[config.mk]
export PLATFORM = sky130hd
export DESIGN_NAME = psr_regs
export DESIGN_NICKNAME = d
export VERILOG_FILES = /design/src/design/psr_pkg.sv /design/src/design/psr_id_mem.sv /design/src/design/psr_regs.sv
export SDC_FILE = /design/constraint.sdc
export NUM_CORES = 1
export LEC_CHECK = 0
export ABC_AREA = 1
export BUFFER_PORTS_ARGS = -buffer_cell sky130_fd_sc_hd__buf_2
export CAP_MARGIN = 5
export CORE_MARGIN = 2
export CORE_UTILIZATION = 25
export CTS_BUF_LIST = sky130_fd_sc_hd__clkbuf_16
export DETAILED_ROUTE_END_ITERATION = 8
export PLACE_DENSITY = 0.47
export SLEW_MARGIN = 20
export SYNTH_ARGS = -nofsm -noshare
export SYNTH_HDL_FRONTEND = slang
export SYNTH_SLANG_ARGS = --single-unit
[constraint.sdc]
create_clock -name clk_sys -period 2.42 [get_ports clk_sys]
set_input_delay 0.363 -clock clk_sys [delete_from_list [all_inputs] [get_ports clk_sys]]
set_output_delay 0.363 -clock clk_sys [all_outputs]
set_load 0.02 [all_outputs]
[src/design/psr_pkg.sv]
package psr_pkg;
  // register addresses (16-bit register units)
  localparam logic [15:0] ADDR_FAULT_LOW = 16'h0200;
  localparam logic [15:0] ADDR_FAULT_HIGH = 16'h0202;
  localparam logic [15:0] ADDR_PRESS_COMP = 16'h0204;
  localparam logic [15:0] ADDR_TEMP_COMP = 16'h0206;
  localparam logic [15:0] ADDR_GAS_A = 16'h020A;
  localparam logic [15:0] ADDR_GAS_A_DRY = 16'h020B;
  localparam logic [15:0] ADDR_VAPOR = 16'h020C;
  localparam logic [15:0] ADDR_DEW_FROST = 16'h020D;
  localparam logic [15:0] ADDR_SENSOR_TEMP = 16'h020E;
  localparam logic [15:0] ADDR_SEVERITY = 16'h020F;
  localparam logic [15:0] ADDR_LOG_CLEAR = 16'h0210;
  localparam logic [15:0] ADDR_AUX_LEVEL = 16'h0211;
  localparam logic [15:0] ADDR_AUX_VALUE = 16'h0213;
  localparam logic [15:0] LOG_CLEAR_KEY = 16'h0001;
  localparam logic [15:0] READ_ZERO = 16'h0000;
  // measurement state codes
  localparam logic [15:0] MS_UNSUPPORTED = 16'h0000;
  localparam logic [15:0] MS_UNRELIABLE = 16'h0001;
  localparam logic [15:0] MS_UNDER_RANGE = 16'h0002;
  localparam logic [15:0] MS_OVER_RANGE = 16'h0003;
  localparam logic [15:0] MS_NOISY = 16'h0004;
  localparam logic [15:0] MS_LOCKED = 16'h0005;
  localparam logic [15:0] MS_CAL_EXPIRED = 16'h0006;
  localparam logic [15:0] MS_SENSOR_FAIL = 16'h0007;
  localparam logic [15:0] MS_NOT_READY = 16'h0008;
  // severity codes
  localparam logic [15:0] SEV_CRITICAL = 16'h0000;
  localparam logic [15:0] SEV_ERROR = 16'h0001;
  localparam logic [15:0] SEV_WARNING = 16'h0002;
  localparam logic [15:0] SEV_NOTIFY = 16'h0003;
  // low word codes
  localparam logic [31:0] FC_FW_CHECKSUM = 32'h0000_0000;
  localparam logic [31:0] FC_SETTINGS = 32'h0000_0001;
  localparam logic [31:0] FC_IR_HOT_A = 32'h0000_0009;
  localparam logic [31:0] FC_IR_HOT_B = 32'h0000_0024;
  localparam logic [31:0] FC_SUPPLY_V = 32'h0000_0012;
  localparam logic [31:0] FC_AUX_RANGE = 32'h0000_0028;
  localparam logic [31:0] FC_POWER_LOW = 32'h0000_0031;
  // high word codes
  localparam logic [31:0] FC_IR_RANGE_A = 32'h0000_0042;
  localparam logic [31:0] FC_IR_RANGE_B = 32'h0000_0044;
  localparam logic [31:0] FC_CAL_EXPIRED = 32'h0000_0039;
  localparam logic [31:0] FC_CAL_NEAR = 32'h0000_0049;
  localparam logic [31:0] FC_NONE = 32'h0000_0000;
  // identification objects
  localparam logic [7:0] OBJ_VERSION = 8'h02;
  localparam logic [7:0] OBJ_SERIAL = 8'h80;
  localparam logic [7:0] OBJ_CAL_TEXT = 8'h82;
  localparam int ID_DEPTH = 64;
  localparam int ID_AW = 6;
  // identification text slots (16 chars each)
  localparam logic [1:0] SLOT_VERSION = 2'h0;
  localparam logic [1:0] SLOT_SERIAL = 2'h1;
  localparam logic [1:0] SLOT_CAL_TEXT = 2'h2;
endpackage

[src/design/psr_id_mem.sv]
`timescale 1ns/1ps
// identification text store, registered read
module psr_id_mem (
  // clock
  input wire logic clk_sys,
  // load port
  input wire logic wr_en,
  input wire logic [psr_pkg::ID_AW-1:0] wr_addr,
  input wire logic [7:0] wr_data,
  // read port
  input wire logic [psr_pkg::ID_AW-1:0] rd_addr,
  output logic [7:0] rd_data
);
  logic [7:0] mem [psr_pkg::ID_DEPTH];

  // no reset on the array; contents come from the loader
  always_ff @(posedge clk_sys) begin
    if (wr_en) begin
      mem[wr_addr] <= wr_data;
    end
    rd_data <= mem[rd_addr];
  end
endmodule

[src/design/psr_regs.sv]
`timescale 1ns/1ps
// What this block does
// - low status word 0x0200 holds 32-bit critical and error codes
// - high status word 0x0202 holds 32-bit warning and info codes
// - each measurement state register gives a code 0 to 8
// - overall severity: 0 critical, 1 error, 2 warning, 3 notify
// - writing 1 to 0x0210 clears the error log; other values ignored
// - reading 0x0210 always gives zero
// - pressure compensation value in use readable at 0x0204
// - temperature compensation value in use readable at 0x0206
// - hot infrared source reported as code 0x0009 or 0x0024
// - supply voltage out of range reported as 0x0012
// - analog input out of range reported as 0x0028
// - supply power too low reported as 0x0031
// - infrared source temp out of range as 0x0042 or 0x0044
// - calibration near expiry 0x0049 info, expired 0x0039 warning
// - object 2 returns firmware version text
// - object 128 returns serial number text
// - object 130 returns calibration text
module psr_regs (
  // clock and reset
  input wire logic clk_sys,
  input wire logic rst,
  // register access from the protocol engine
  input wire logic reg_rd,
  input wire logic reg_wr,
  input wire logic [15:0] reg_addr,
  input wire logic [15:0] reg_wdata,
  output logic [15:0] reg_rdata,
  output logic reg_ack,
  output logic reg_err,
  // identification object read
  input wire logic id_rd,
  input wire logic [7:0] id_obj,
  input wire logic [3:0] id_char,
  output logic [7:0] id_data,
  output logic id_ack,
  output logic id_err,
  // identification text loader
  input wire logic id_load,
  input wire logic [psr_pkg::ID_AW-1:0] id_load_addr,
  input wire logic [7:0] id_load_data,
  // condition inputs from the measurement core
  input wire logic fw_checksum_bad,
  input wire logic settings_bad,
  input wire logic ir_hot,
  input wire logic ir_hot_alt,
  input wire logic supply_v_bad,
  input wire logic aux_range_bad,
  input wire logic power_low,
  input wire logic ir_temp_range,
  input wire logic ir_temp_range_alt,
  input wire logic cal_expired,
  input wire logic cal_near_expiry,
  // measurement states, compensation and analog readbacks
  input wire logic [15:0] gas_a_state,
  input wire logic [15:0] gas_a_dry_state,
  input wire logic [15:0] vapor_state,
  input wire logic [15:0] dew_frost_point_state,
  input wire logic [15:0] sensor_temperature_state,
  input wire logic [31:0] pressure_comp,
  input wire logic [31:0] temperature_comp,
  input wire logic [31:0] aux_level,
  input wire logic [31:0] aux_value,
  // error log clear pulse to the log keeper
  output logic log_clear
);
  typedef struct packed {
    logic [31:0] fault_code_low_word;
    logic [31:0] fault_code_high_word;
    logic [15:0] overall_severity;
    logic [15:0] rdata;
    logic ack;
    logic err;
    logic clear;
    logic id_pend;
    logic id_bad;
    logic id_ack;
    logic id_err;
    logic hold_ok;
    logic [15:0] hold_addr;
    logic [15:0] hold_lo;
  } psr_state_type;

  psr_state_type q;
  psr_state_type next_q;
  logic [psr_pkg::ID_AW-1:0] id_addr;
  logic [7:0] id_mem_data;
  logic id_known;
  logic pair_base;
  logic [15:0] pair_lo;

  // clamp a state code; anything beyond 8 reads as unreliable
  function automatic logic [15:0] psr_state_code(input logic [15:0] c);
    if (c > psr_pkg::MS_NOT_READY) begin
      return psr_pkg::MS_UNRELIABLE;
    end
    return c;
  endfunction

  // pick word of a 32-bit value; lo clear (the pair's base address) gives the high half
  function automatic logic [15:0] psr_half(input logic [31:0] v,
                                           input logic lo);
    return lo ? v[15:0] : v[31:16];
  endfunction

  // object id to text slot
  always_comb begin
    id_known = 1'b1;
    id_addr = {psr_pkg::SLOT_VERSION, id_char};
    unique case (id_obj)
      psr_pkg::OBJ_VERSION: begin
        id_addr = {psr_pkg::SLOT_VERSION, id_char};
      end
      psr_pkg::OBJ_SERIAL: begin
        id_addr = {psr_pkg::SLOT_SERIAL, id_char};
      end
      psr_pkg::OBJ_CAL_TEXT: begin
        id_addr = {psr_pkg::SLOT_CAL_TEXT, id_char};
      end
      default: begin
        id_known = 1'b0;
      end
    endcase
  end

  psr_id_mem u_id_mem (
    .clk_sys(clk_sys),
    .wr_en(id_load),
    .wr_addr(id_load_addr),
    .wr_data(id_load_data),
    .rd_addr(id_addr),
    .rd_data(id_mem_data)
  );

  // first register of each 32-bit pair and the low half it carries
  always_comb begin
    pair_base = 1'b1;
    pair_lo = 16'h0000;
    unique case (reg_addr)
      psr_pkg::ADDR_FAULT_LOW: begin
        pair_lo = q.fault_code_low_word[15:0];
      end
      psr_pkg::ADDR_FAULT_HIGH: begin
        pair_lo = q.fault_code_high_word[15:0];
      end
      psr_pkg::ADDR_PRESS_COMP: begin
        pair_lo = pressure_comp[15:0];
      end
      psr_pkg::ADDR_TEMP_COMP: begin
        pair_lo = temperature_comp[15:0];
      end
      psr_pkg::ADDR_AUX_LEVEL: begin
        pair_lo = aux_level[15:0];
      end
      psr_pkg::ADDR_AUX_VALUE: begin
        pair_lo = aux_value[15:0];
      end
      default: begin
        pair_base = 1'b0;
      end
    endcase
  end

  // status words, severity and register answers
  always_comb begin
    next_q = q;
    next_q.ack = 1'b0;
    next_q.err = 1'b0;
    next_q.clear = 1'b0;
    next_q.id_ack = 1'b0;
    next_q.id_err = 1'b0;
    // low word: most severe active condition wins
    next_q.fault_code_low_word = psr_pkg::FC_NONE;
    if (power_low) begin
      next_q.fault_code_low_word = psr_pkg::FC_POWER_LOW;
    end else if (aux_range_bad) begin
      next_q.fault_code_low_word = psr_pkg::FC_AUX_RANGE;
    end else if (supply_v_bad) begin
      next_q.fault_code_low_word = psr_pkg::FC_SUPPLY_V;
    end else if (ir_hot_alt) begin
      next_q.fault_code_low_word = psr_pkg::FC_IR_HOT_B;
    end else if (ir_hot) begin
      next_q.fault_code_low_word = psr_pkg::FC_IR_HOT_A;
    end
    // critical conditions override the error codes
    if (settings_bad) begin
      next_q.fault_code_low_word = psr_pkg::FC_SETTINGS;
    end else if (fw_checksum_bad) begin
      next_q.fault_code_low_word = psr_pkg::FC_FW_CHECKSUM;
    end
    // high word: warnings ahead of info
    next_q.fault_code_high_word = psr_pkg::FC_NONE;
    if (cal_near_expiry) begin
      next_q.fault_code_high_word = psr_pkg::FC_CAL_NEAR;
    end
    if (cal_expired) begin
      next_q.fault_code_high_word = psr_pkg::FC_CAL_EXPIRED;
    end
    if (ir_temp_range_alt) begin
      next_q.fault_code_high_word = psr_pkg::FC_IR_RANGE_B;
    end else if (ir_temp_range) begin
      next_q.fault_code_high_word = psr_pkg::FC_IR_RANGE_A;
    end
    // overall severity from the worst active condition
    next_q.overall_severity = psr_pkg::SEV_NOTIFY;
    if (cal_expired || ir_temp_range || ir_temp_range_alt) begin
      next_q.overall_severity = psr_pkg::SEV_WARNING;
    end
    if (ir_hot || ir_hot_alt || supply_v_bad || aux_range_bad ||
        power_low) begin
      next_q.overall_severity = psr_pkg::SEV_ERROR;
    end
    if (fw_checksum_bad || settings_bad) begin
      next_q.overall_severity = psr_pkg::SEV_CRITICAL;
    end
    // register read
    if (reg_rd) begin
      next_q.ack = 1'b1;
      next_q.rdata = psr_pkg::READ_ZERO;
      unique case (reg_addr)
        psr_pkg::ADDR_FAULT_LOW, psr_pkg::ADDR_FAULT_LOW + 16'h0001: begin
          next_q.rdata = psr_half(q.fault_code_low_word,
                                  reg_addr[0]);
        end
        psr_pkg::ADDR_FAULT_HIGH, psr_pkg::ADDR_FAULT_HIGH + 16'h0001:
        begin
          next_q.rdata = psr_half(q.fault_code_high_word,
                                  reg_addr[0]);
        end
        psr_pkg::ADDR_PRESS_COMP, psr_pkg::ADDR_PRESS_COMP + 16'h0001:
        begin
          next_q.rdata = psr_half(pressure_comp, reg_addr[0]);
        end
        psr_pkg::ADDR_TEMP_COMP, psr_pkg::ADDR_TEMP_COMP + 16'h0001: begin
          next_q.rdata = psr_half(temperature_comp, reg_addr[0]);
        end
        psr_pkg::ADDR_GAS_A: begin
          next_q.rdata = psr_state_code(gas_a_state);
        end
        psr_pkg::ADDR_GAS_A_DRY: begin
          next_q.rdata = psr_state_code(gas_a_dry_state);
        end
        psr_pkg::ADDR_VAPOR: begin
          next_q.rdata = psr_state_code(vapor_state);
        end
        psr_pkg::ADDR_DEW_FROST: begin
          next_q.rdata = psr_state_code(dew_frost_point_state);
        end
        psr_pkg::ADDR_SENSOR_TEMP: begin
          next_q.rdata = psr_state_code(sensor_temperature_state);
        end
        psr_pkg::ADDR_SEVERITY: begin
          next_q.rdata = q.overall_severity;
        end
        psr_pkg::ADDR_LOG_CLEAR: begin
          next_q.rdata = psr_pkg::READ_ZERO;
        end
        psr_pkg::ADDR_AUX_LEVEL, psr_pkg::ADDR_AUX_LEVEL + 16'h0001: begin
          next_q.rdata = psr_half(aux_level, ~reg_addr[0]);
        end
        psr_pkg::ADDR_AUX_VALUE, psr_pkg::ADDR_AUX_VALUE + 16'h0001: begin
          next_q.rdata = psr_half(aux_value, ~reg_addr[0]);
        end
        default: begin
          next_q.err = 1'b1; // unmapped: exception answer
        end
      endcase
      // a source may move between the two halves; the next read after
      // a base, if it is base+1, gets the half held then: no torn pair
      if (q.hold_ok && reg_addr == q.hold_addr) begin
        next_q.rdata = q.hold_lo;
      end
      next_q.hold_ok = pair_base;
      next_q.hold_addr = reg_addr + 16'h0001;
      next_q.hold_lo = pair_lo;
    end else if (reg_wr) begin
      // only the clear function takes writes; others are read-only
      next_q.ack = 1'b1;
      if (reg_addr == psr_pkg::ADDR_LOG_CLEAR) begin
        next_q.clear = (reg_wdata == psr_pkg::LOG_CLEAR_KEY);
      end else begin
        next_q.err = 1'b1;
      end
    end
    // identification: memory has one cycle of read latency
    next_q.id_pend = id_rd;
    next_q.id_bad = id_rd && !id_known;
    if (q.id_pend) begin
      next_q.id_ack = 1'b1;
      next_q.id_err = q.id_bad;
    end
  end

  // single state register
  always_ff @(posedge clk_sys) begin
    if (rst) begin
      q <= '0;
    end else begin
      q <= next_q;
    end
  end

  // outputs straight from flip-flops
  assign reg_rdata = q.rdata;
  assign reg_ack = q.ack;
  assign reg_err = q.err;
  assign log_clear = q.clear;
  assign id_ack = q.id_ack;
  assign id_err = q.id_err;
  assign id_data = id_mem_data;
endmodule

==> results of run 1 <==
==> placed cells by master, fill, tap and decap left out, types with 8 or more instances in the layout <==
cell type	n
nor3_1	8
a21oi_2	10
nand4_1	43
nand3_1	172
dfxtp_1	77
nor2_1	398
nand2_1	290
o22ai_1	45
buf_4	129
o21ai_0	291
edfxtp_1	384
inv_1	151
o221ai_1	76
xor2_1	15
nand2_2	16
o21ai_1	11
buf_2	310
mux2i_1	10
bufinv_16	10
buf_12	17
clkinv_1	10
clkbuf_16	53
a21oi_1	41
o211ai_1	14
clkinv_2	11
==> state kept, by name, summed over array words and instances, names as in the netlist <==
register,cells
id_ack,1
id_err,1
log_clear,1
q,48
reg_ack,1
reg_err,1
reg_rdata,16
u_id_mem.mem,384
u_id_mem.rd_data,8
==> worst reg2reg max path, stage by stage, from the launching register on <==
cell and delay (ns):
dfxtp_1 0.32, xnor2_1 0.30, nand4_1 0.16, nor2_2 0.29
buf_4 0.27, nand3_1 0.12, nand2_1 0.10, inv_1 0.06
a21oi_2 0.12
==> metal layers <==
metal	vias to the layer above	routed length, um	part of all wire, %
li1	8687	-	-
met1	8700	32020	41
met2	775	38300	49
met3	124	4998	6.4
met4	2	2162	2.8
met5	-	13	0.017
==> cell families (layout without fill, tap and decap cells) <==
| logic type | Yosys count | after routing | synth area share [%] |
|---|---|---|---|
| AO/OA/AOI/OAI | 497 | 497 | 13.49 |
| XOR/XNOR | 17 | 17 | 0.6865 |
| adder cells (fa/ha/maj) | 4 | 4 | 0.2308 |
| buffers and inverters | 301 | 715 | 5.844 |
| flip-flops | 461 | 461 | 60.27 |
| multiplexers | 10 | 10 | 0.4615 |
| other | 0 | 2 | 0 |
| AND/OR/NAND/NOR | 961 | 961 | 19.02 |
==> per-stage QoR <==
step                      hold slack (ns)  instances  power (mW)
final                             0.04588       3822       18.88
after global placement             0.4217       3716       10.58
after floorplan                    0.3987       2251       9.695
after CTS                        0.002946       3820       19.12
after global routing              0.03020       3821       19.60
after detailed placement           0.4228       3716       10.59
==> power by group through the flow <==
stage                     registers [mW]  logic, mW  clock network, mW
after floorplan                     8.92      0.778                  0
after global placement              8.91       1.67                  0
after detailed placement            8.91       1.67                  0
after CTS                           8.75       1.69               8.69
after global routing                8.75       1.84               9.01
final                               8.75       1.67               8.46
==> what timing repair did <==
action,4_1_cts,5_1_grt
endpoints found under the hold margin,5,0
setup endpoints to repair,0,0
hold buffers,7,0
==> worst paths after layout <==
| path | startpoint | to | slack [ns] | depth (start not counted) |
|---|---|---|---|---|
| max | reg_wdata[3] | log_clear$_SDFF_PP0_ | 0.13 | 6 |
| min | reg_wr | reg_ack$_SDFF_PP0_ | 0.05 | 3 |
| max reg2reg | q[22]$_SDFFE_PP0P_ | reg_rdata[4]$_SDFFE_PP0P_ | 0.59 | 8 |
| min reg2reg | q[36]$_SDFF_PP0_ | id_ack$_SDFF_PP0_ | 0.43 | 2 |
==> layout make-up <==
class / count / share of cell area (%)
timing repair buffer: 463 / 10.76
clock buffer: 53 / 4.870
clock inverter: 44 / 1.920
multi-input combinational: 1489 / 26.98
inverter: 155 / 2.145
tap: 1155 / 5.306
sequential: 461 / 48.00
antenna: 2 / 0.01838
==> results by group, run 1 <==
Setup path
  • CP cell instances: dlygate4sd3_1 > buf_2 > or4_1 > dlygate4sd3_1 > nor4_1 > dlygate4sd3_1
  • CP Launch Type: input port
  • Crit path top cell by count: dlygate4sd3_1
  • Delay-heaviest family, CP: buffers and inverters
  • Critical path arrival: 2.83 ns
  • Worst path slowest cell: dlygate4sd3_1
  • Max Fanout on Critical Path: 1
  • Crit end category: register
  • Crit path kind: input port to register
  • Critical path's largest stage delay: 0.58 ns
  • CP Data Required Time: 2.96 ns
  • Buf+Inv Stages, Crit Path: 4

Clocking
  • H-tree Lvls: 2
  • CTS tree: yes
  • Post-CTS Resized: 0
  • Root buf cell: clkbuf_16
  • Clock slew at reported path FFs: 0.06 ns
  • Clock buffer depth: 3
  • Clk sinks: 461
  • Setup bufs post-CTS: 0
  • Total CTS buffers: 53
  • Clk Latency, worst-skew pair: 0.60 ns

Cells and area
  • Design area: 27240 um^2
  • Synth-to-Final Area Change: 25.57%
  • Final net count: 2910
  • Fill cell count: 8929
  • Multi-input logic area: 7350 um^2
  • Layout cells sized above 1: 22.21%
  • Final Core Density: 31.54%
  • Reg area: 13070 um^2

STA
  • Setup violators final: 0
  • Max-slew violation count: 0
  • TNS Setup: 0 ns
  • Fin crit share: 94.51%
  • Slew at the pin closest to its max-slew limit: 0.8889 ns
  • Fin crit period: 2.287 ns
  • Fmax: 437.2 MHz
  • Final Hold Viols: 0
  • Clk_skew: 0.01866 ns
  • Worst rel slew slack: 40.74%
  • Unrepaired setup endpoints after global routing: no
  • Final worst slack: 0.1329 ns

Die
  • Die Area: 89130 um^2
  • Starting Density: 25.12%
  • Core footprint: 86350 um^2
  • Ports: 312
  • # rows: 108
  • DIE HEIGHT: 298.5 um
  • Die X-Extent: 298.5 um

Global route
  • Largest net degree at the start of global routing: 86
  • Initial antenna violation count: 2
  • GR Util met3: 2.443%
  • GRT Total Usage: 16.88%
  • Met1 GRT Util: 21.21%
  • GRT Max-Usage Layer: met2
  • Vias in the first global route: 18330
  • GRT overflow: 0
  • First-pass GRT wire length: 115.8 mm
  • GRT met2 Usage: 30.01%

Synth
  • Synth area leaders: edfxtp_1 53%, dfxtp_1 7.1%, nor2_1 6.9%, o21ai_0 6.7%, nand2_1 5.0%
  • Synthesized area: 21690 um^2
  • Share of the synthesized area in the top cell type: 53.16%
  • Post-synth ARST share: 0%
  • Most common cell in the synthesized netlist: nor2_1
  • Synth warn: 0
  • Synth Flop Type: edfxtp_1
  • Syn Inst Count: 2251
  • Yosys cell types: 46
  • Mean Syn Cell Area: 9.636 um^2
  • Most frequent cells after synthesis: 398 x nor2_1, 384 x edfxtp_1, 291 x o21ai_0, 290 x nand2_1, 172 x nand3_1
  • Syn_nets: 2538
  • Sequential fraction of the synthesis area: 60.27%
  • Synth area leader: edfxtp_1
  • FF+latch count, synth: 461
  • Post-synth EDFFs: 384

Pwr
  • Sequential power share: 46.3%
  • PD cells: 693.2 nW/um^2
  • Comb pwr share: 8.9%
  • P_int: 14.34 mW
  • Switch share: 24.05%
  • Net Switching: 4.540 mW
  • Peak supply drop: 532.8 uV
  • Clock power share: 44.8%
  • Leak pwr: 10.49 nW

Placed design
  • Placed Area: 25310 um^2
  • Dpl ws: 0.1583 ns
  • Port Buffers: 311
  • Post-detail-place hpwl: 55.64 mm
  • GP Congestion: 0.9576

Status
  • Status: complete, no violations

Detailed routing
  • 1st-iter DRT viols: 1594
  • Via count: 18290
  • Overall routed net length: 77.49 mm
  • First drt pass iteration count: 6
  • Drt wl/cell: 20.28 um
  • Final ANT Viol Nets: 0
  • DRC Markers: 0
  • DR vias/cell: 4.785

Hold path
  • HP Class: input port to register

Job
  • Max_cap viols: 0
Note: power is estimated with default switching activity, not from simulation.
==> inputs of run 2 (changes only) <==
GPL_ROUTABILITY_DRIVEN = 0   (was not set)
PLACE_DENSITY = 0.45   (was 0.47)
clock period = 2.9 ns   (was 2.42 ns; I/O delays follow)
==> results by group, run 2 (synthesis gave the netlist of run 1 again) <==
Status
  • Status: complete, no violations

Die
  • Core footprint: 86350 um^2
  • Die Area: 89130 um^2
  • # rows: 108
  • Die X-Extent: 298.5 um
  • DIE HEIGHT: 298.5 um
  • Starting Density: 25.12%
  • Ports: 312

STA
  • Final Hold Viols: 0
  • Setup violators final: 0
  • TNS Setup: 0 ns
  • Unrepaired setup endpoints after global routing: no
  • Hold_ws: 0.05855 ns
  • Slew at the pin closest to its max-slew limit: 1.086 ns
  • Max-slew violation count: 0
  • Fin crit period: 1.966 ns
  • Worst rel slew slack: 27.61%
  • Fin crit share: 67.79%
  • Fmax: 508.6 MHz
  • Clk_skew: 0.02352 ns

Cells and area
  • Most frequent cells in the layout: 398 x nor2_1, 384 x edfxtp_1, 309 x buf_2
  • Fill cell count: 9032
  • Synth-to-Final Area Change: 22.01%
  • Layout cells sized above 1: 20.37%
  • Final Core Density: 30.65%
  • Finished Layout Cells: 3769
  • Final net count: 2852
  • Max FFs per register: 384
  • Commonest non-fill, non-tap cell in the layout: nor2_1
  • Top reg by flops: u_id_mem.mem

Clocking
  • Clock buffer depth: 3
  • Clk sinks: 461
  • Hold-fix buffers, CTS: 0
  • CTS tree: yes
  • H-tree Lvls: 2
  • Clock slew at reported path FFs: 0.06 ns
  • Post-CTS Resized: 0
  • Total CTS buffers: 53
  • Root buf cell: clkbuf_16
  • Clk Latency, worst-skew pair: 0.61 ns
  • Setup bufs post-CTS: 0

Setup path
  • Critical path arrival: 2.47 ns
  • CP Data Required Time: 3.41 ns
  • Delay-heaviest family, CP: simple AND/OR/NAND/NOR gates
  • Buf+Inv Stages, Crit Path: 4
  • CP cell instances: buf_2 > buf_4 > nand2_1 > nor3_4 > inv_1 > nor3_2 > nand3_1 > nor2_1 > nand2_1 > nand2_1 > nand3_1 > nand2_1 > inv_1
  • Crit path top cell by count: nand2_1
  • Crit end category: register
  • Worst path slowest cell: buf_4
  • CP Launch Type: input port
  • Critical path's largest stage delay: 0.40 ns
  • Max Fanout on Critical Path: 40
  • Crit path kind: input port to register

Pwr
  • Peak supply drop: 350.5 uV
  • Tot Pwr: 14.94 mW
  • Switch share: 25.05%
  • Clock power share: 42.1%
  • P_int: 11.20 mW
  • Sequential power share: 48.9%
  • PD cells: 564.7 nW/um^2
  • Net Switching: 3.743 mW
  • Comb pwr share: 9.0%
  • Leak pwr: 10.09 nW

Placed design
  • Placed instance count: 3665
  • Post-detail-place hpwl: 53.71 mm
  • Port Buffers: 311

Detailed routing
  • First drt pass iteration count: 6
  • Drt wl/cell: 20.58 um
  • Overall routed net length: 77.57 mm
  • Via count: 18140
  • 1st-iter DRT viols: 1497
  • DR vias/cell: 4.813
  • Final ANT Viol Nets: 0
  • DRC Markers: 0

Global route
  • Vias in the first global route: 17730
  • Largest net degree at the start of global routing: 97
  • Initial antenna violation count: 6
  • GRT Total Usage: 16.73%
  • First-pass GRT wire length: 113.7 mm
  • GRT overflow: 0

Job
  • Max_cap viols: 0

Hold path
  • HP Class: input port to register
==> run 2: changes by cell type in the layout (fill, tap and decap cells not counted), moves of 2 or more <==
cell	previous run	this run
inv_1	151	156
clkinv_1	10	15
buf_12	17	7
bufinv_16	10	2
dlygate4sd3_1	7	0
diode_2	2	7
inv_6	3	1
buf_4	129	89
==> run 2: worst paths after layout <==
kind                                         start                   endpoint  slack [ns]  depth (start not counted)
worst max-delay path                   reg_addr[0]         q[27]$_SDFFE_PP0P_        0.93                         13
worst min-delay path                 aux_range_bad          q[105]$_SDFF_PP0_        0.06                          2
worst max register to register  q[22]$_SDFFE_PP0P_  reg_rdata[2]$_SDFFE_PP0P_        1.02                          8
worst min register to register    q[36]$_SDFF_PP0_          id_ack$_SDFF_PP0_        0.41                          2
==> run 2: layout make-up <==
class	instances	area (um^2)	area share, %
sequential	461	13070	49.40
tap	1155	1445	5.461
antenna	7	17.52	0.06619
clock buffer	53	1326	5.012
timing repair buffer	405	2355	8.898
inverter	155	584.3	2.208
clock inverter	44	312.8	1.182
multi-input combinational	1489	7350	27.77
==> run 2: stage by stage <==
stage	cell area, um^2	setup slack, ns
final	26460	0.9339
after global routing	26450	0.7887
after CTS	26440	1.013
after detailed placement	24800	0.3620
after global placement	24800	0.3637
after floorplan	21690	0.4050
==> run 2: power groups by stage <==
stage          registers, mW  logic (mW)  clock network, mW
2_1_floorplan           7.44       0.649                  0
3_3_place_gp            7.44        1.35                  0
3_5_place_dp            7.44        1.36                  0
4_1_cts                 7.30        1.36               6.50
5_1_grt                 7.31        1.48               6.74
6_report                7.30        1.35               6.29
==> run 2: per-layer routing <==
metal	up-vias	GRT usage, %	routed length, um
li1	8573	-	-
met3	125	2.545	4679
met2	742	29.55	38240
met5	-	0	0
met1	8701	20.93	32320
met4	0	5.252	2323
